`src/common/diag_regs.svh`:
```
// Constants for the diagnostic flag and serial status block.
// Assumes a 50 MHz system clock; all times are minimum (round up).
//
// Notes on behaviour
// medium temp sets in normal power, battery ok
// medium temp clears cool, or read low-power
// medium temp flag triggers no action
// high temp sets in normal power, battery ok
// high temp clears on enable falling edge
// high temp keeps transmitter disabled
// clamp flag after long enable-low guardian-high
// clamp clears on release; disables transmitter
// bus error on data mismatch while transmitting
// bus error clears on match or disable
// battery undervoltage follows monitor, wake clears
// core undervoltage filtered set and recovery
// interface undervoltage filtered set, instant recovery
// error flag is OR of S4..S10
// host shifts status with mode-select clock
// readout gated by supply undervoltage flags
// idle after read clears S4..S10 if flag clear
// error output low for set status bit
// S0, S1 mirror local, remote wake source
// S2 always one, S11 S12 always zero
// S3..S10 sticky records in fixed order
// wake flag clears on mode entry, undervoltage
// power-on flag sets at supply, clears normal
// wake sources set in low power, cleared entry
// readout starts at S0, ends at S12
// sticky bits set on flag rising edge
`ifndef DIAG_REGS_SVH
`define DIAG_REGS_SVH

// -----------------------------------------------------------------
// status word layout
// -----------------------------------------------------------------
`define STATUS_W        13
`define ST_LOCAL_WAKE   0
`define ST_REMOTE_WAKE  1
`define ST_FIXED_SET    2
`define ST_STICKY_LO    3
`define ST_ERR_LO       4
`define ST_ERR_HI       10
`define ST_SPARE_LO     11
`define ST_SPARE_HI     12
`define STICKY_N        8

// -----------------------------------------------------------------
// timing
// -----------------------------------------------------------------
`define SYS_CLK_MHZ      50
`define NS_TO_CYC(ns)    ((((ns) * `SYS_CLK_MHZ) + 999) / 1000)
`define CLAMP_DET_NS     2000
`define CLAMP_DET_CYC    `NS_TO_CYC(`CLAMP_DET_NS)
`define CORE_UV_DET_NS   10000
`define CORE_UV_DET_CYC  `NS_TO_CYC(`CORE_UV_DET_NS)
`define CORE_UV_REC_NS   10000
`define CORE_UV_REC_CYC  `NS_TO_CYC(`CORE_UV_REC_NS)
`define IFACE_UV_DET_NS  10000
`define IFACE_UV_DET_CYC `NS_TO_CYC(`IFACE_UV_DET_NS)
`define READ_IDLE_NS     200000
`define READ_IDLE_CYC    `NS_TO_CYC(`READ_IDLE_NS)

`endif

```
`src/common/diag_pkg.sv`:
```
// Types shared by the diagnostic block and its bench.
// Assumes nothing beyond a SystemVerilog compiler.
package diag_pkg;

  // inputs from pins and analog monitors, all asynchronous
  typedef struct packed {
    logic shift_clk;
    logic transmit_enable_low;
    logic guardian_enable;
    logic txd;
    logic rx_data;
    logic valid_element;
    logic temp_above_medium;
    logic temp_above_high;
    logic batt_in_range;
    logic batt_low;
    logic core_low;
    logic iface_low;
    logic iface_is_5v;
    logic supply_ok;
  } pin_in_t;

  // mode controller outputs, same clock
  typedef struct packed {
    logic in_normal_power;
    logic in_low_power;
    logic enter_normal;
    logic enter_low_power;
    logic local_wake_event;
    logic remote_wake_event;
    logic wake_request;
  } mode_in_t;

  // bit i maps to status bit S3+i
  typedef struct packed {
    logic iface_uv;
    logic core_uv;
    logic batt_uv;
    logic clamped;
    logic temp_medium;
    logic temp_high;
    logic bus_error;
    logic power_on;
  } flags_t;

  typedef enum logic {RD_IDLE, RD_SHIFT} readout_state_t;

endpackage

```
`src/hw/uv_filter.sv`:
```
// Persistence filter for an undervoltage monitor level.
// Assumes a synchronised input on the same clock.
`timescale 1ns/100ps
`default_nettype none
module uv_filter #(
  parameter int unsigned DET_CYC = 1,
  parameter int unsigned REC_CYC = 1
) (
  input  wire logic clk_sys,
  input  wire logic sys_rst,
  input  wire logic low_in,
  output logic      set_pulse,
  output logic      clr_pulse
);
  localparam int unsigned MAXC = (DET_CYC > REC_CYC) ? DET_CYC : REC_CYC;
  localparam int unsigned CW   = $clog2(MAXC + 1);

  logic [CW-1:0] cnt_r;
  logic          level_r;

  // counts while input disagrees with filtered level
  always_ff @(posedge clk_sys) begin
    if (sys_rst) begin
      cnt_r   <= '0;
      level_r <= 1'b0;
    end else if (low_in == level_r) begin
      cnt_r <= '0;
    end else if (!level_r && cnt_r >= CW'(DET_CYC)) begin
      level_r <= 1'b1;
      cnt_r   <= '0;
    end else if (level_r && cnt_r >= CW'(REC_CYC)) begin
      level_r <= 1'b0;
      cnt_r   <= '0;
    end else begin
      cnt_r <= cnt_r + CW'(1);
    end
  end

  assign set_pulse = (low_in && !level_r && cnt_r >= CW'(DET_CYC));
  assign clr_pulse = (!low_in && level_r && cnt_r >= CW'(REC_CYC));
endmodule
`default_nettype wire

```
`src/hw/diag_flags_serial_status.sv`:
```
// Diagnostic flags, sticky status word and serial readout.
// Assumes pin inputs are asynchronous and the mode controller
// shares clk_sys; the host clocks the readout on shift_clk.
`include "diag_regs.svh"
`timescale 1ns/100ps
`default_nettype none
module diag_flags_serial_status #(
  parameter int unsigned CLAMP_CYC    = `CLAMP_DET_CYC,
  parameter int unsigned CORE_DET_CYC = `CORE_UV_DET_CYC,
  parameter int unsigned CORE_REC_CYC = `CORE_UV_REC_CYC,
  parameter int unsigned IO_DET_CYC   = `IFACE_UV_DET_CYC,
  parameter int unsigned IDLE_CYC     = `READ_IDLE_CYC
) (
  input  wire logic              clk_sys,
  input  wire logic              sys_rst,
  input  wire diag_pkg::pin_in_t pins,
  input  wire diag_pkg::mode_in_t mode,
  output logic                   error_out_low,
  output logic                   transmitter_disable,
  output logic                   error_flag,
  output logic                   wake_flag,
  output diag_pkg::flags_t       flags,
  output logic [`STATUS_W-1:0]   status_word
);

  localparam int unsigned PW    = $bits(diag_pkg::pin_in_t);
  localparam int unsigned CLW   = $clog2(CLAMP_CYC + 2);
  localparam int unsigned IDW   = $clog2(IDLE_CYC + 2);
  localparam int unsigned IXW   = $clog2(`STATUS_W + 1);

  // -----------------------------------------------------------------
  // input synchronisers
  // -----------------------------------------------------------------
  logic [PW-1:0]     meta_r;
  logic [PW-1:0]     sync_r;
  diag_pkg::pin_in_t pin_s;

  genvar gi;
  generate
    for (gi = 0; gi < PW; gi++) begin : g_sync
      always_ff @(posedge clk_sys) begin
        if (sys_rst) begin
          meta_r[gi] <= 1'b0;
          sync_r[gi] <= 1'b0;
        end else begin
          meta_r[gi] <= pins[gi];
          sync_r[gi] <= meta_r[gi];
        end
      end
    end
  endgenerate

  assign pin_s = diag_pkg::pin_in_t'(sync_r);

  // -----------------------------------------------------------------
  // edge history
  // -----------------------------------------------------------------
  logic transmit_enable_low_prev_r;
  logic clk_prev_r;
  logic supply_prev_r;
  logic batt_low_prev_r;

  // matches the synchroniser's reset level, so no false fall after reset
  always_ff @(posedge clk_sys) begin
    if (sys_rst) begin
      transmit_enable_low_prev_r     <= 1'b0;
      clk_prev_r      <= 1'b0;
      supply_prev_r   <= 1'b0;
      batt_low_prev_r <= 1'b0;
    end else begin
      transmit_enable_low_prev_r     <= pin_s.transmit_enable_low;
      clk_prev_r      <= pin_s.shift_clk;
      supply_prev_r   <= pin_s.supply_ok;
      batt_low_prev_r <= pin_s.batt_low;
    end
  end

  logic transmit_enable_low_fall;
  logic clk_rise;
  logic clk_any;
  logic supply_rise;
  logic batt_low_rise;
  logic batt_recover;

  assign transmit_enable_low_fall     = transmit_enable_low_prev_r && !pin_s.transmit_enable_low;
  assign clk_rise      = pin_s.shift_clk && !clk_prev_r;
  assign clk_any       = pin_s.shift_clk != clk_prev_r;
  assign supply_rise   = pin_s.supply_ok && !supply_prev_r;
  assign batt_low_rise = pin_s.batt_low && !batt_low_prev_r;
  assign batt_recover  = !pin_s.batt_low && batt_low_prev_r;

  // -----------------------------------------------------------------
  // common qualifiers
  // -----------------------------------------------------------------
  diag_pkg::flags_t flags_r;
  logic             normal_ok;
  logic             low_ok;
  logic             tx_request;
  logic             tx_blocked;
  logic             read_clear;

  assign normal_ok  = mode.in_normal_power && pin_s.batt_in_range;
  assign low_ok     = mode.in_low_power && pin_s.batt_in_range;
  assign tx_request = !pin_s.transmit_enable_low && pin_s.guardian_enable;
  assign tx_blocked = flags_r.temp_high || flags_r.clamped;

  // -----------------------------------------------------------------
  // wake source flags and wake flag
  // -----------------------------------------------------------------
  logic local_src_r;
  logic remote_src_r;
  logic wake_r;
  logic wake_set;
  logic uv_rise;
  logic local_prev_r;
  logic remote_prev_r;

  always_ff @(posedge clk_sys) begin
    if (sys_rst) begin
      local_src_r <= 1'b0;
    end else if (mode.local_wake_event && mode.in_low_power) begin
      local_src_r <= 1'b1;
    end else if (mode.enter_low_power) begin
      local_src_r <= 1'b0;
    end
  end

  always_ff @(posedge clk_sys) begin
    if (sys_rst) begin
      remote_src_r <= 1'b0;
    end else if (mode.remote_wake_event && low_ok) begin
      remote_src_r <= 1'b1;
    end else if (mode.enter_low_power) begin
      remote_src_r <= 1'b0;
    end
  end

  always_ff @(posedge clk_sys) begin
    if (sys_rst) begin
      local_prev_r  <= 1'b0;
      remote_prev_r <= 1'b0;
    end else begin
      local_prev_r  <= local_src_r;
      remote_prev_r <= remote_src_r;
    end
  end

  // wake sources count on their rising edge only
  assign wake_set = (local_src_r && !local_prev_r)
                 || (remote_src_r && !remote_prev_r)
                 || mode.wake_request || batt_recover;

  always_ff @(posedge clk_sys) begin
    if (sys_rst) begin
      wake_r <= 1'b0;
    end else if (wake_set) begin
      wake_r <= 1'b1;
    end else if (mode.enter_normal || mode.enter_low_power || uv_rise) begin
      wake_r <= 1'b0;
    end
  end

  // -----------------------------------------------------------------
  // power-on flag
  // -----------------------------------------------------------------
  // reset itself stands for the digital supply coming up
  always_ff @(posedge clk_sys) begin
    if (sys_rst) begin
      flags_r.power_on <= 1'b1;
    end else if (supply_rise) begin
      flags_r.power_on <= 1'b1;
    end else if (mode.enter_normal) begin
      flags_r.power_on <= 1'b0;
    end
  end

  // -----------------------------------------------------------------
  // temperature flags
  // -----------------------------------------------------------------
  // medium only records; nothing else reads it
  always_ff @(posedge clk_sys) begin
    if (sys_rst) begin
      flags_r.temp_medium <= 1'b0;
    end else if (normal_ok && pin_s.temp_above_medium) begin
      flags_r.temp_medium <= 1'b1;
    end else if (normal_ok || (low_ok && read_clear)) begin
      flags_r.temp_medium <= 1'b0;
    end
  end

  always_ff @(posedge clk_sys) begin
    if (sys_rst) begin
      flags_r.temp_high <= 1'b0;
    end else if (normal_ok && pin_s.temp_above_high) begin
      flags_r.temp_high <= 1'b1;
    end else if (normal_ok && transmit_enable_low_fall) begin
      flags_r.temp_high <= 1'b0;
    end
  end

  // -----------------------------------------------------------------
  // enable clamp detection
  // -----------------------------------------------------------------
  logic [CLW-1:0] clamp_cnt_r;

  always_ff @(posedge clk_sys) begin
    if (sys_rst || !tx_request) begin
      clamp_cnt_r <= '0;
    end else if (clamp_cnt_r <= CLW'(CLAMP_CYC)) begin
      clamp_cnt_r <= clamp_cnt_r + CLW'(1);
    end
  end

  always_ff @(posedge clk_sys) begin
    if (sys_rst || !tx_request) begin
      flags_r.clamped <= 1'b0;
    end else if (clamp_cnt_r >= CLW'(CLAMP_CYC)) begin
      flags_r.clamped <= 1'b1;
    end
  end

  // -----------------------------------------------------------------
  // bus error
  // -----------------------------------------------------------------
  // a level: no other logic acts on it
  always_ff @(posedge clk_sys) begin
    if (sys_rst) begin
      flags_r.bus_error <= 1'b0;
    end else if (!tx_request || tx_blocked) begin
      flags_r.bus_error <= 1'b0;
    end else if (pin_s.rx_data != pin_s.txd) begin
      flags_r.bus_error <= !pin_s.valid_element;
    end else begin
      flags_r.bus_error <= 1'b0;
    end
  end

  always_ff @(posedge clk_sys) begin
    if (sys_rst) begin
      transmitter_disable <= 1'b1;
    end else begin
      transmitter_disable <= tx_blocked || !tx_request;
    end
  end

  // -----------------------------------------------------------------
  // undervoltage flags
  // -----------------------------------------------------------------
  logic core_set;
  logic core_clr;
  logic io_set;
  logic io_clr;
  logic wake_rise;

  assign wake_rise = wake_set && !wake_r;

  uv_filter #(
    .DET_CYC (CORE_DET_CYC),
    .REC_CYC (CORE_REC_CYC)
  ) u_core_uv (
    .clk_sys   (clk_sys),
    .sys_rst   (sys_rst),
    .low_in    (pin_s.core_low),
    .set_pulse (core_set),
    .clr_pulse (core_clr)
  );

  // recovery of the interface supply is immediate
  uv_filter #(
    .DET_CYC (IO_DET_CYC),
    .REC_CYC (1)
  ) u_io_uv (
    .clk_sys   (clk_sys),
    .sys_rst   (sys_rst),
    .low_in    (pin_s.iface_low),
    .set_pulse (io_set),
    .clr_pulse (io_clr)
  );

  assign uv_rise = batt_low_rise || core_set || io_set;

  // battery flag stays off after a wake even if still low
  always_ff @(posedge clk_sys) begin
    if (sys_rst) begin
      flags_r.batt_uv <= 1'b0;
    end else if (batt_low_rise) begin
      flags_r.batt_uv <= 1'b1;
    end else if (!pin_s.batt_low || wake_rise) begin
      flags_r.batt_uv <= 1'b0;
    end
  end

  always_ff @(posedge clk_sys) begin
    if (sys_rst) begin
      flags_r.core_uv <= 1'b0;
    end else if (core_set) begin
      flags_r.core_uv <= 1'b1;
    end else if (core_clr || wake_rise) begin
      flags_r.core_uv <= 1'b0;
    end
  end

  always_ff @(posedge clk_sys) begin
    if (sys_rst) begin
      flags_r.iface_uv <= 1'b0;
    end else if (io_set) begin
      flags_r.iface_uv <= 1'b1;
    end else if (io_clr || !pin_s.iface_low || wake_rise) begin
      flags_r.iface_uv <= 1'b0;
    end
  end

  // -----------------------------------------------------------------
  // sticky status bits
  // -----------------------------------------------------------------
  diag_pkg::flags_t flags_prev_r;
  logic [`STICKY_N-1:0] sticky_r;

  always_ff @(posedge clk_sys) begin
    if (sys_rst) begin
      flags_prev_r <= '0;
    end else begin
      flags_prev_r <= flags_r;
    end
  end

  // set beats a clear in the same cycle; S3 is not read-cleared
  generate
    for (gi = 0; gi < `STICKY_N; gi++) begin : g_sticky
      always_ff @(posedge clk_sys) begin
        if (sys_rst) begin
          sticky_r[gi] <= 1'b0;
        end else if (flags_r[gi] && !flags_prev_r[gi]) begin
          sticky_r[gi] <= 1'b1;
        end else if (read_clear && gi >= (`ST_ERR_LO - `ST_STICKY_LO)
                     && !flags_r[gi]) begin
          sticky_r[gi] <= 1'b0;
        end
      end
    end
  endgenerate

  logic [`STATUS_W-1:0] status_nxt;

  always_comb begin
    status_nxt = '0;
    status_nxt[`ST_LOCAL_WAKE]  = local_src_r;
    status_nxt[`ST_REMOTE_WAKE] = remote_src_r;
    status_nxt[`ST_FIXED_SET]   = 1'b1;
    status_nxt[`ST_ERR_HI:`ST_STICKY_LO] = sticky_r;
    status_nxt[`ST_SPARE_HI:`ST_SPARE_LO] = '0;
  end

  always_ff @(posedge clk_sys) begin
    if (sys_rst) begin
      status_word <= '0;
      error_flag  <= 1'b0;
      flags       <= '0;
      wake_flag   <= 1'b0;
    end else begin
      status_word <= status_nxt;
      error_flag  <= |status_nxt[`ST_ERR_HI:`ST_ERR_LO];
      flags       <= flags_r;
      wake_flag   <= wake_r;
    end
  end

  // -----------------------------------------------------------------
  // serial readout
  // -----------------------------------------------------------------
  diag_pkg::readout_state_t rd_state_r;
  logic [IXW-1:0]           bit_idx_r;
  logic [IDW-1:0]           idle_cnt_r;
  logic                     read_enable;
  logic                     idle_hit;

  assign read_enable = pin_s.iface_is_5v ? !flags_r.iface_uv
                                         : !flags_r.core_uv;
  assign idle_hit    = idle_cnt_r >= IDW'(IDLE_CYC);
  assign read_clear  = (rd_state_r == diag_pkg::RD_SHIFT) && idle_hit;

  // any edge, rising or falling, restarts the quiet time
  always_ff @(posedge clk_sys) begin
    if (sys_rst || clk_any) begin
      idle_cnt_r <= '0;
    end else if (!idle_hit) begin
      idle_cnt_r <= idle_cnt_r + IDW'(1);
    end
  end

  always_ff @(posedge clk_sys) begin
    if (sys_rst) begin
      rd_state_r <= diag_pkg::RD_IDLE;
      bit_idx_r  <= '0;
    end else begin
      case (rd_state_r)
        diag_pkg::RD_IDLE: begin
          if (clk_rise && read_enable) begin
            rd_state_r <= diag_pkg::RD_SHIFT;
            bit_idx_r  <= IXW'(1);
          end
        end
        diag_pkg::RD_SHIFT: begin
          if (read_clear) begin
            rd_state_r <= diag_pkg::RD_IDLE;
            bit_idx_r  <= '0;
          end else if (clk_rise && bit_idx_r < IXW'(`STATUS_W)) begin
            bit_idx_r <= bit_idx_r + IXW'(1);
          end
        end
        default: begin
          rd_state_r <= diag_pkg::RD_IDLE;
          bit_idx_r  <= '0;
        end
      endcase
    end
  end

  // outside a readout the pin shows the summary error, active low
  always_ff @(posedge clk_sys) begin
    if (sys_rst) begin
      error_out_low <= 1'b1;
    end else if (clk_rise && read_enable
                 && rd_state_r == diag_pkg::RD_IDLE) begin
      error_out_low <= !status_nxt[`ST_LOCAL_WAKE];
    end else if (clk_rise && rd_state_r == diag_pkg::RD_SHIFT
                 && bit_idx_r < IXW'(`STATUS_W)) begin
      error_out_low <= !status_nxt[bit_idx_r];
    end else if (rd_state_r == diag_pkg::RD_IDLE) begin
      error_out_low <= !(|status_nxt[`ST_ERR_HI:`ST_ERR_LO]);
    end
  end

endmodule
`default_nettype wire

```
`config.mk`:
```
export PLATFORM = sky130hd
export DESIGN_NAME = diag_flags_serial_status
export DESIGN_NICKNAME = d
export VERILOG_FILES = /design/src/common/diag_pkg.sv /design/src/hw/uv_filter.sv /design/src/hw/diag_flags_serial_status.sv
export VERILOG_INCLUDE_DIRS = /design/src /design/src/common
export SDC_FILE = /design/constraint.sdc
export NUM_CORES = 1
export LEC_CHECK = 0
export CAP_MARGIN = 30
export CORE_MARGIN = 8
export CORE_UTILIZATION = 62
export CTS_CLUSTER_SIZE = 30
export DETAILED_ROUTE_END_ITERATION = 7
export DONT_BUFFER_PORTS = 1
export PLACE_DENSITY = 0.9
export SLEW_MARGIN = 20
export SYNTH_ARGS = -nofsm -noshare
export SYNTH_HDL_FRONTEND = slang
export SYNTH_SLANG_ARGS = --single-unit
```
`constraint.sdc`:
```
create_clock -name clk_sys -period 2.65 [get_ports clk_sys]
set_clock_uncertainty 0.1 [all_clocks]
set_input_delay 0.265 -clock clk_sys [delete_from_list [all_inputs] [get_ports clk_sys]]
set_output_delay 0.265 -clock clk_sys [all_outputs]
set_load 0.1 [all_outputs]
```
==> impl_metrics.toml, run 1 <==
[route]
drt-wirelength-per-cell_um = 16.1
ant_nets = 0
vias_per_cell = 5.75
drc = 0
vias = 3819
firstDrtPassIters = 5
drt-total-wl_mm = 10.7
drt_iter0_markers = 243

[sta]
timing.setup.tns_ps = 0
setup_viol = 0
period_minus_slack_ps = 2160
fmax_mhz = 464
worst_slew_pin_slew_ps = 961
max_slew_margin = 0.358
final.period_utilization = 0.814
slew_violations = 0
hold_viol = 0
rsz0062_at_grt = "no"

[job]
maxCapViolCount = 0

[worst_hold_path]
hold_class = "primary input to register"
holdPathStages = 3

[synth]
synthArstFlopShare = 0
synth_compound_area_frac = 0.137
synth-seq-cells = 120
synth_area_per_cell_um2 = 9.31
syn_area_um2 = 4790
synthMuxAreaShare = 0.0198
ys_seq_area_frac = 0.501
synth_fa_ha_area_frac = 0.0418
ys.flop_type = "dfxtp_1"
synthCells = 515
synth_simple_gate_area_frac = 0.203
yosys.area.top_type_share = 0.501
synth_top_cell_by_area = "dfxtp_1"
synth_top_family_by_area = "simple AND/OR/NAND/NOR gates"
synthTopCellsByArea = "dfxtp_1, nor2b_1, ha_1, nor2_1, inv_1"
yosys_warnings = 0
ys_types = 54
synth_edf_count = 0
synthXorXnorAreaFrac = 0.0402

[worst_setup_path]
required_ps = 3010
r2r_cells = 4
worst_path_max_delay_cell = "or4_4"
cp_cell_sequence = "or4_4 -> a211o_1 -> a2111oi_0 -> a311o_1"
slowest_delay_ps = 580
crit_path_end_kind = "register"
cp.arrival_ps = 2520
critPathKind = "register to register"
cp-start-kind = "register"
path_max_fanout = 11

[placement]
place.gp.congestion = 0.854
dp_hpwl_mm = 6.44
io_buffers = 0

[die]
initial_core_util = 0.630
num_rows = 32
core-area_um2 = 7610
io_pins = 48
die_w_um = 104
die_area_um2 = 10800
fp.dieH_um = 104

[power_and_ir_drop]
ir_drop_mv = 0.727
p_leak_uw = 0.00211
p_per_area_nw_per_um2 = 727
p_total_uw = 4150

[global_routing]
grt-ovfl-total = 0
gr-usage-all-layers = 0.207
grt_pass1_vias = 3842
antenna_found_initial = 0
grt_pass1_wl_mm = 18.2
grt_max_degree = 75

[clock_tree]
cts_tree = "yes"
worstSkewPairLatency_ps = 530
cts-root-buf = "clkbuf_8"
numCtsBuffers = 17
htreeDepth = 4
clkTransAtPathRegs_ps = 60
cts_resized = 0
cts.sinks = 120
ctsLongestPathBuffers = 2

[layout]
nFillCells = 483
final-seq-area_um2 = 2400
area_growth_pct = 19.2
layout_commonest_cell = "dfxtp_1"
drive_above_1_share = 0.0890
layout_common_cells = "dfxtp_1, nor2b_1, nor2_1, inv_1, nand2_1"
multi_input_area_um2 = 2130
insertedDiodeCount = 0
fin_nets = 588

[status]
outcome = "finished, final reports clean"
-- registers in the layout (all words and copies together), names as in the netlist, 4 cells and up --
| signal | count |
|---|---|
| bit_idx_r | 4 |
| clamp_cnt_r | 7 |
| flags | 8 |
| flags_r | 8 |
| idle_cnt_r | 14 |
| meta_r | 14 |
| pin_s | 14 |
| status_nxt | 8 |
| status_word | 11 |
| u_core_uv.cnt_r | 9 |
| u_io_uv.cnt_r | 9 |
-- routing by layer --
metal	wire length, µm	GRT usage
met1	4290	0.223
met2	5290	0.343
met4	379	0.122
met5	0	0
met3	718	0.0750
-- critical path, delay by kind of cell (launching register included) --
| kind | cells | cell delay [ps] |
|---|---|---|
| AND/OR/NAND/NOR | 1 | 580 |
| AO/OA/AOI/OAI | 3 | 1080 |
| flip-flops | 1 | 350 |
-- cell usage after synthesis (2+ instances only) --
cell type,count
ha_1,16
o221ai_1,2
o31ai_1,7
nor2_1,51
o311ai_0,2
nand4_1,6
nor3_1,7
a31oi_1,5
a311o_1,2
and3_1,8
buf_4,4
o21a_1,2
a2111o_1,4
dfxtp_1,120
buf_1,2
nand3_1,19
and4_1,2
a211oi_1,4
or3_1,3
nor4_1,3
nand3b_1,2
a211oi_2,2
a311oi_1,4
nand2_1,31
a21oi_1,24
nand2b_1,3
o21ai_0,16
mux2i_1,5
inv_1,41
clkbuf_1,17
a32oi_1,2
a221o_1,2
xor2_1,7
xnor2_1,15
mux4_2,2
nor2b_1,52
a21o_1,4
-- cell type report --
| type | instances | share of cell area |
|---|---|---|
| clock buffer | 19 | 0.0756 |
| clock inverter | 13 | 0.0175 |
| inverter | 41 | 0.0269 |
| multi-input combinational | 331 | 0.373 |
| sequential | 120 | 0.421 |
| tap | 102 | 0.0223 |
| timing repair buffer | 38 | 0.0644 |
-- kinds of logic after synthesis --
kind of cell | count (synthesis)
adders and majority gates | 16
buffers and inverters | 65
muxes | 7
AOI/OAI and AO/OA | 93
other | 1
DFF | 120
and+or+nand+nor | 191
xor gates and xnor gates | 22
-- power by group --
| group | internal (µW) | switching [µW] | total (µW) |
|---|---|---|---|
| combinational | 83.1 | 125 | 208 |
| sequential | 1850 | 63.3 | 1910 |
| clock | 1180 | 856 | 2030 |
| total | 3110 | 1040 | 4150 |
-- what timing repair did --
action / CTS / global route
hold buffers: 26 / 0
buffers inserted: 0 / 0
endpoints found under the hold margin: 83 / 0
endpoints found under the setup margin: 0 / 0
-- path summary, 6_finish.rpt --
check                startpoint            to  slack [ps]
setup / recovery  idle_cnt_r[4]  bit_idx_r[0]         490
hold / removal          sys_rst    flags_r[4]          30
hold reg to reg        pin_s[8]    flags_r[1]         290
setup reg to reg  idle_cnt_r[4]  bit_idx_r[0]         490
-- stage by stage --
step / instances / setup slack [ps] / utilization / cell area, µm² / hold slack (ps)
2_1_floorplan: 516 / 697 / - / 4800 / 248
3_3_place_gp: 606 / 579 / 0.644 / 4900 / 242
3_5_place_dp: 606 / 514 / 0.644 / 4900 / 243
4_1_cts: 664 / 494 / 0.751 / 5710 / 2.45
5_1_grt: 664 / 401 / 0.751 / 5710 / 26.1
6_report: 664 / 494 / 0.751 / 5710 / 26.2
Note: power is estimated with default switching activity, not from simulation.
==> run 2: changes to the inputs <==
--- a/config.mk
+++ b/config.mk
@@ -6,13 +6,14 @@
 export SDC_FILE = /design/constraint.sdc
 export NUM_CORES = 1
 export LEC_CHECK = 0
+export ABC_AREA = 1
 export CAP_MARGIN = 30
 export CORE_MARGIN = 8
-export CORE_UTILIZATION = 62
+export CORE_UTILIZATION = 56
 export CTS_CLUSTER_SIZE = 30
 export DETAILED_ROUTE_END_ITERATION = 7
 export DONT_BUFFER_PORTS = 1
-export PLACE_DENSITY = 0.9
+export PLACE_DENSITY = 0.86
 export SLEW_MARGIN = 20
 export SYNTH_ARGS = -nofsm -noshare
 export SYNTH_HDL_FRONTEND = slang
==> constraint.sdc (replaced) <==
create_clock -name clk_sys -period 1.75 [get_ports clk_sys]
set_clock_uncertainty 0.1 [all_clocks]
set_input_delay 0.175 -clock clk_sys [delete_from_list [all_inputs] [get_ports clk_sys]]
set_output_delay 0.175 -clock clk_sys [all_outputs]
set_load 0.1 [all_outputs]
==> run 2 against run 1 <==
  * Worst setup slack worse by 450 ps
  * Synthesized cell count is 21% higher
  * Critical path depth is 2 higher
  * Non-clock buffer count is 11 higher
  * Core utilization is 5.3 points lower
  * Clock power is 71% higher
  * Sequential share of layout area is 1.8 points lower
  * Die area is 10% higher
  * Wire length is 9.1% higher
==> impl_metrics.toml, run 2 <==
[worst_setup_path]
worst_path_max_delay_cell = "dlygate4sd3_1"
crit_path_end_kind = "register"
cp_cell_sequence = "inv_1 -> nor2_1 -> nor4_1 -> dlygate4sd3_1 -> nand3_1 -> a21oi_1"
path_max_fanout = 3
slowest_delay_ps = 570
crit_buf_inv = 2
required_ps = 2050
cp.arrival_ps = 2010
critPathTopFamily = "buffers and inverters"
cp-start-kind = "register"
critPathKind = "register to register"

[clock_tree]
htreeDepth = 4
numCtsBuffers = 17
cts-root-buf = "clkbuf_8"
ctsLongestPathBuffers = 2
clkTransAtPathRegs_ps = 60
worstSkewPairLatency_ps = 520
post_cts.repair.setup_buffers = 0
cts_tree = "yes"
cts.sinks = 120

[power_and_ir_drop]
comb_power_share = 0.063
power.internal_uw = 5180
p_per_area_nw_per_um2 = 1130
p_leak_uw = 0.00260
power.switching_uw = 1570
ir_drop_mv = 0.929
power_frac_clock = 0.515
seq_power_share = 0.422
p_total_uw = 6750
swShare = 0.232

[layout]
insertedDiodeCount = 0
finalNonFillerCells = 802
nFillCells = 543
fin_nets = 720
area_growth_pct = 22.9
layout_commonest_cell = "dfxtp_1"
drive_above_1_share = 0.114
layout_common_cells = "dfxtp_1, inv_1, nor2_1, nand2_1, nand3_1"

[sta]
worst_slew_pin_slew_ps = 497
fmax_mhz = 586
slew_violations = 0
period_minus_slack_ps = 1710
setup_viol = 0
final.period_utilization = 0.974
hold_viol = 0
max_slew_margin = 0.665
rsz0062_at_grt = "no"
timing.setup.tns_ps = 0

[route]
wl_met3_um = 671
vias = 4232
vias_per_cell = 5.28
wl_met1_mm = 4.54
drt_iter0_markers = 378
wl_met2_mm = 6.04
drc = 0
drt-total-wl_mm = 11.6
top_layer = "met4"
ant_nets = 0
firstDrtPassIters = 8
drt-wirelength-per-cell_um = 14.5

[synth]
synth_commonest_cells = "dfxtp_1, inv_1, nor2_1"
synthArstFlopShare = 0
synth_top_cell_by_area = "dfxtp_1"
synthCells = 625
ys.flop_type = "dfxtp_1"
synth_area_per_cell_um2 = 7.76
yosys_warnings = 0
synth-seq-cells = 120
synth_fa_ha_area_frac = 0.0413
synth_simple_gate_area_frac = 0.247
synthTopCellsByArea = "dfxtp_1, inv_1, nor2_1, nand2_1, ha_1"
ys_seq_area_frac = 0.495
yosys.area.top_type_share = 0.495
synthMuxAreaShare = 0
synthXorXnorAreaFrac = 0.0217
syn_area_um2 = 4850
synth_edf_count = 0
synth_compound_area_frac = 0.0856
ys_types = 40
synth_top_family_by_area = "simple AND/OR/NAND/NOR gates"
yosysMostFrequentCell = "dfxtp_1"

[status]
outcome = "finished, final reports clean"

[global_routing]
grt-ovfl-total = 0
grt_max_degree = 67
grt_pass1_vias = 4328
grt_pass1_wl_mm = 19.2
antenna_found_initial = 0
gr-usage-all-layers = 0.204

[placement]
dp_hpwl_mm = 7.04
place.gp.congestion = 1.00
io_buffers = 0
dpl.cell_count = 746

[worst_hold_path]
hold_class = "primary input to register"

[job]
maxCapViolCount = 0

[die]
die_area_um2 = 11900
core-area_um2 = 8550
io_pins = 48
initial_core_util = 0.567
fp.dieH_um = 109
num_rows = 34
die_w_um = 109
-- run 2: power by group through the flow --
stage,combinational [µW],clock [µW],sequential [µW]
after floorplan,205,0,2980
after global placement,328,0,2900
after detailed placement,337,0,2900
after CTS,413,3460,2850
after global routing,459,3600,2850
final,425,3470,2850
-- run 2: final cells by class --
type,instances,area (µm²),share of cell area
Sequential cell,120,2400,0.403
Clock inverter,11,148,0.0248
Tap cell,108,135,0.0227
Timing Repair Buffer,49,445,0.0747
Clock buffer,21,449,0.0753
Inverter,117,457,0.0766
Multi-Input combinational cell,376,1930,0.323
-- run 2: final timing paths --
check	from	to	slack, ps	cells past startpoint
worst max-delay path	pin_s[4]	wake_r	40	6
worst min-delay path	pins[2]	meta_r[2]	210	3
worst max register to register	pin_s[4]	wake_r	40	6
worst min register to register	meta_r[9]	pin_s[9]	300	2
-- run 2: tightest hold or removal path, stage by stage --
cell and delay, ps:
inv_1 30, nor2_1 30, dlygate4sd3_1 540
-- run 2: cell families after synthesis --
kind of cell | count (synthesis)
simple gates | 270
fa+ha+maj | 16
buf+inv | 130
other cells | 1
compound gates | 76
flops | 120
xor+xnor | 12
-- run 2: timing repair --
action                                  CTS  global route
endpoints found under the setup margin    0            10
gates resized for setup                   0             3
hold buffers                             24             0
endpoints found under the hold margin    72             0
-- run 2: metrics by stage --
stage               setup WS, ps  instance area [µm²]  hold slack [ps]  utilization
floorplan                    248                 4860              182            -
global placement             237                 5100              153        0.597
finish                      44.8                 5960              211        0.697
detailed placement           191                 5100              154        0.597
global route                7.56                 5960              213        0.697
CTS                         90.7                 5960              198        0.697
-- run 2: metal layers --
metal,track usage,vias up
met2,0.367,147
li1,-,2065
met1,0.208,1974
met3,0.0632,46
met4,0.106,0
met5,0,-
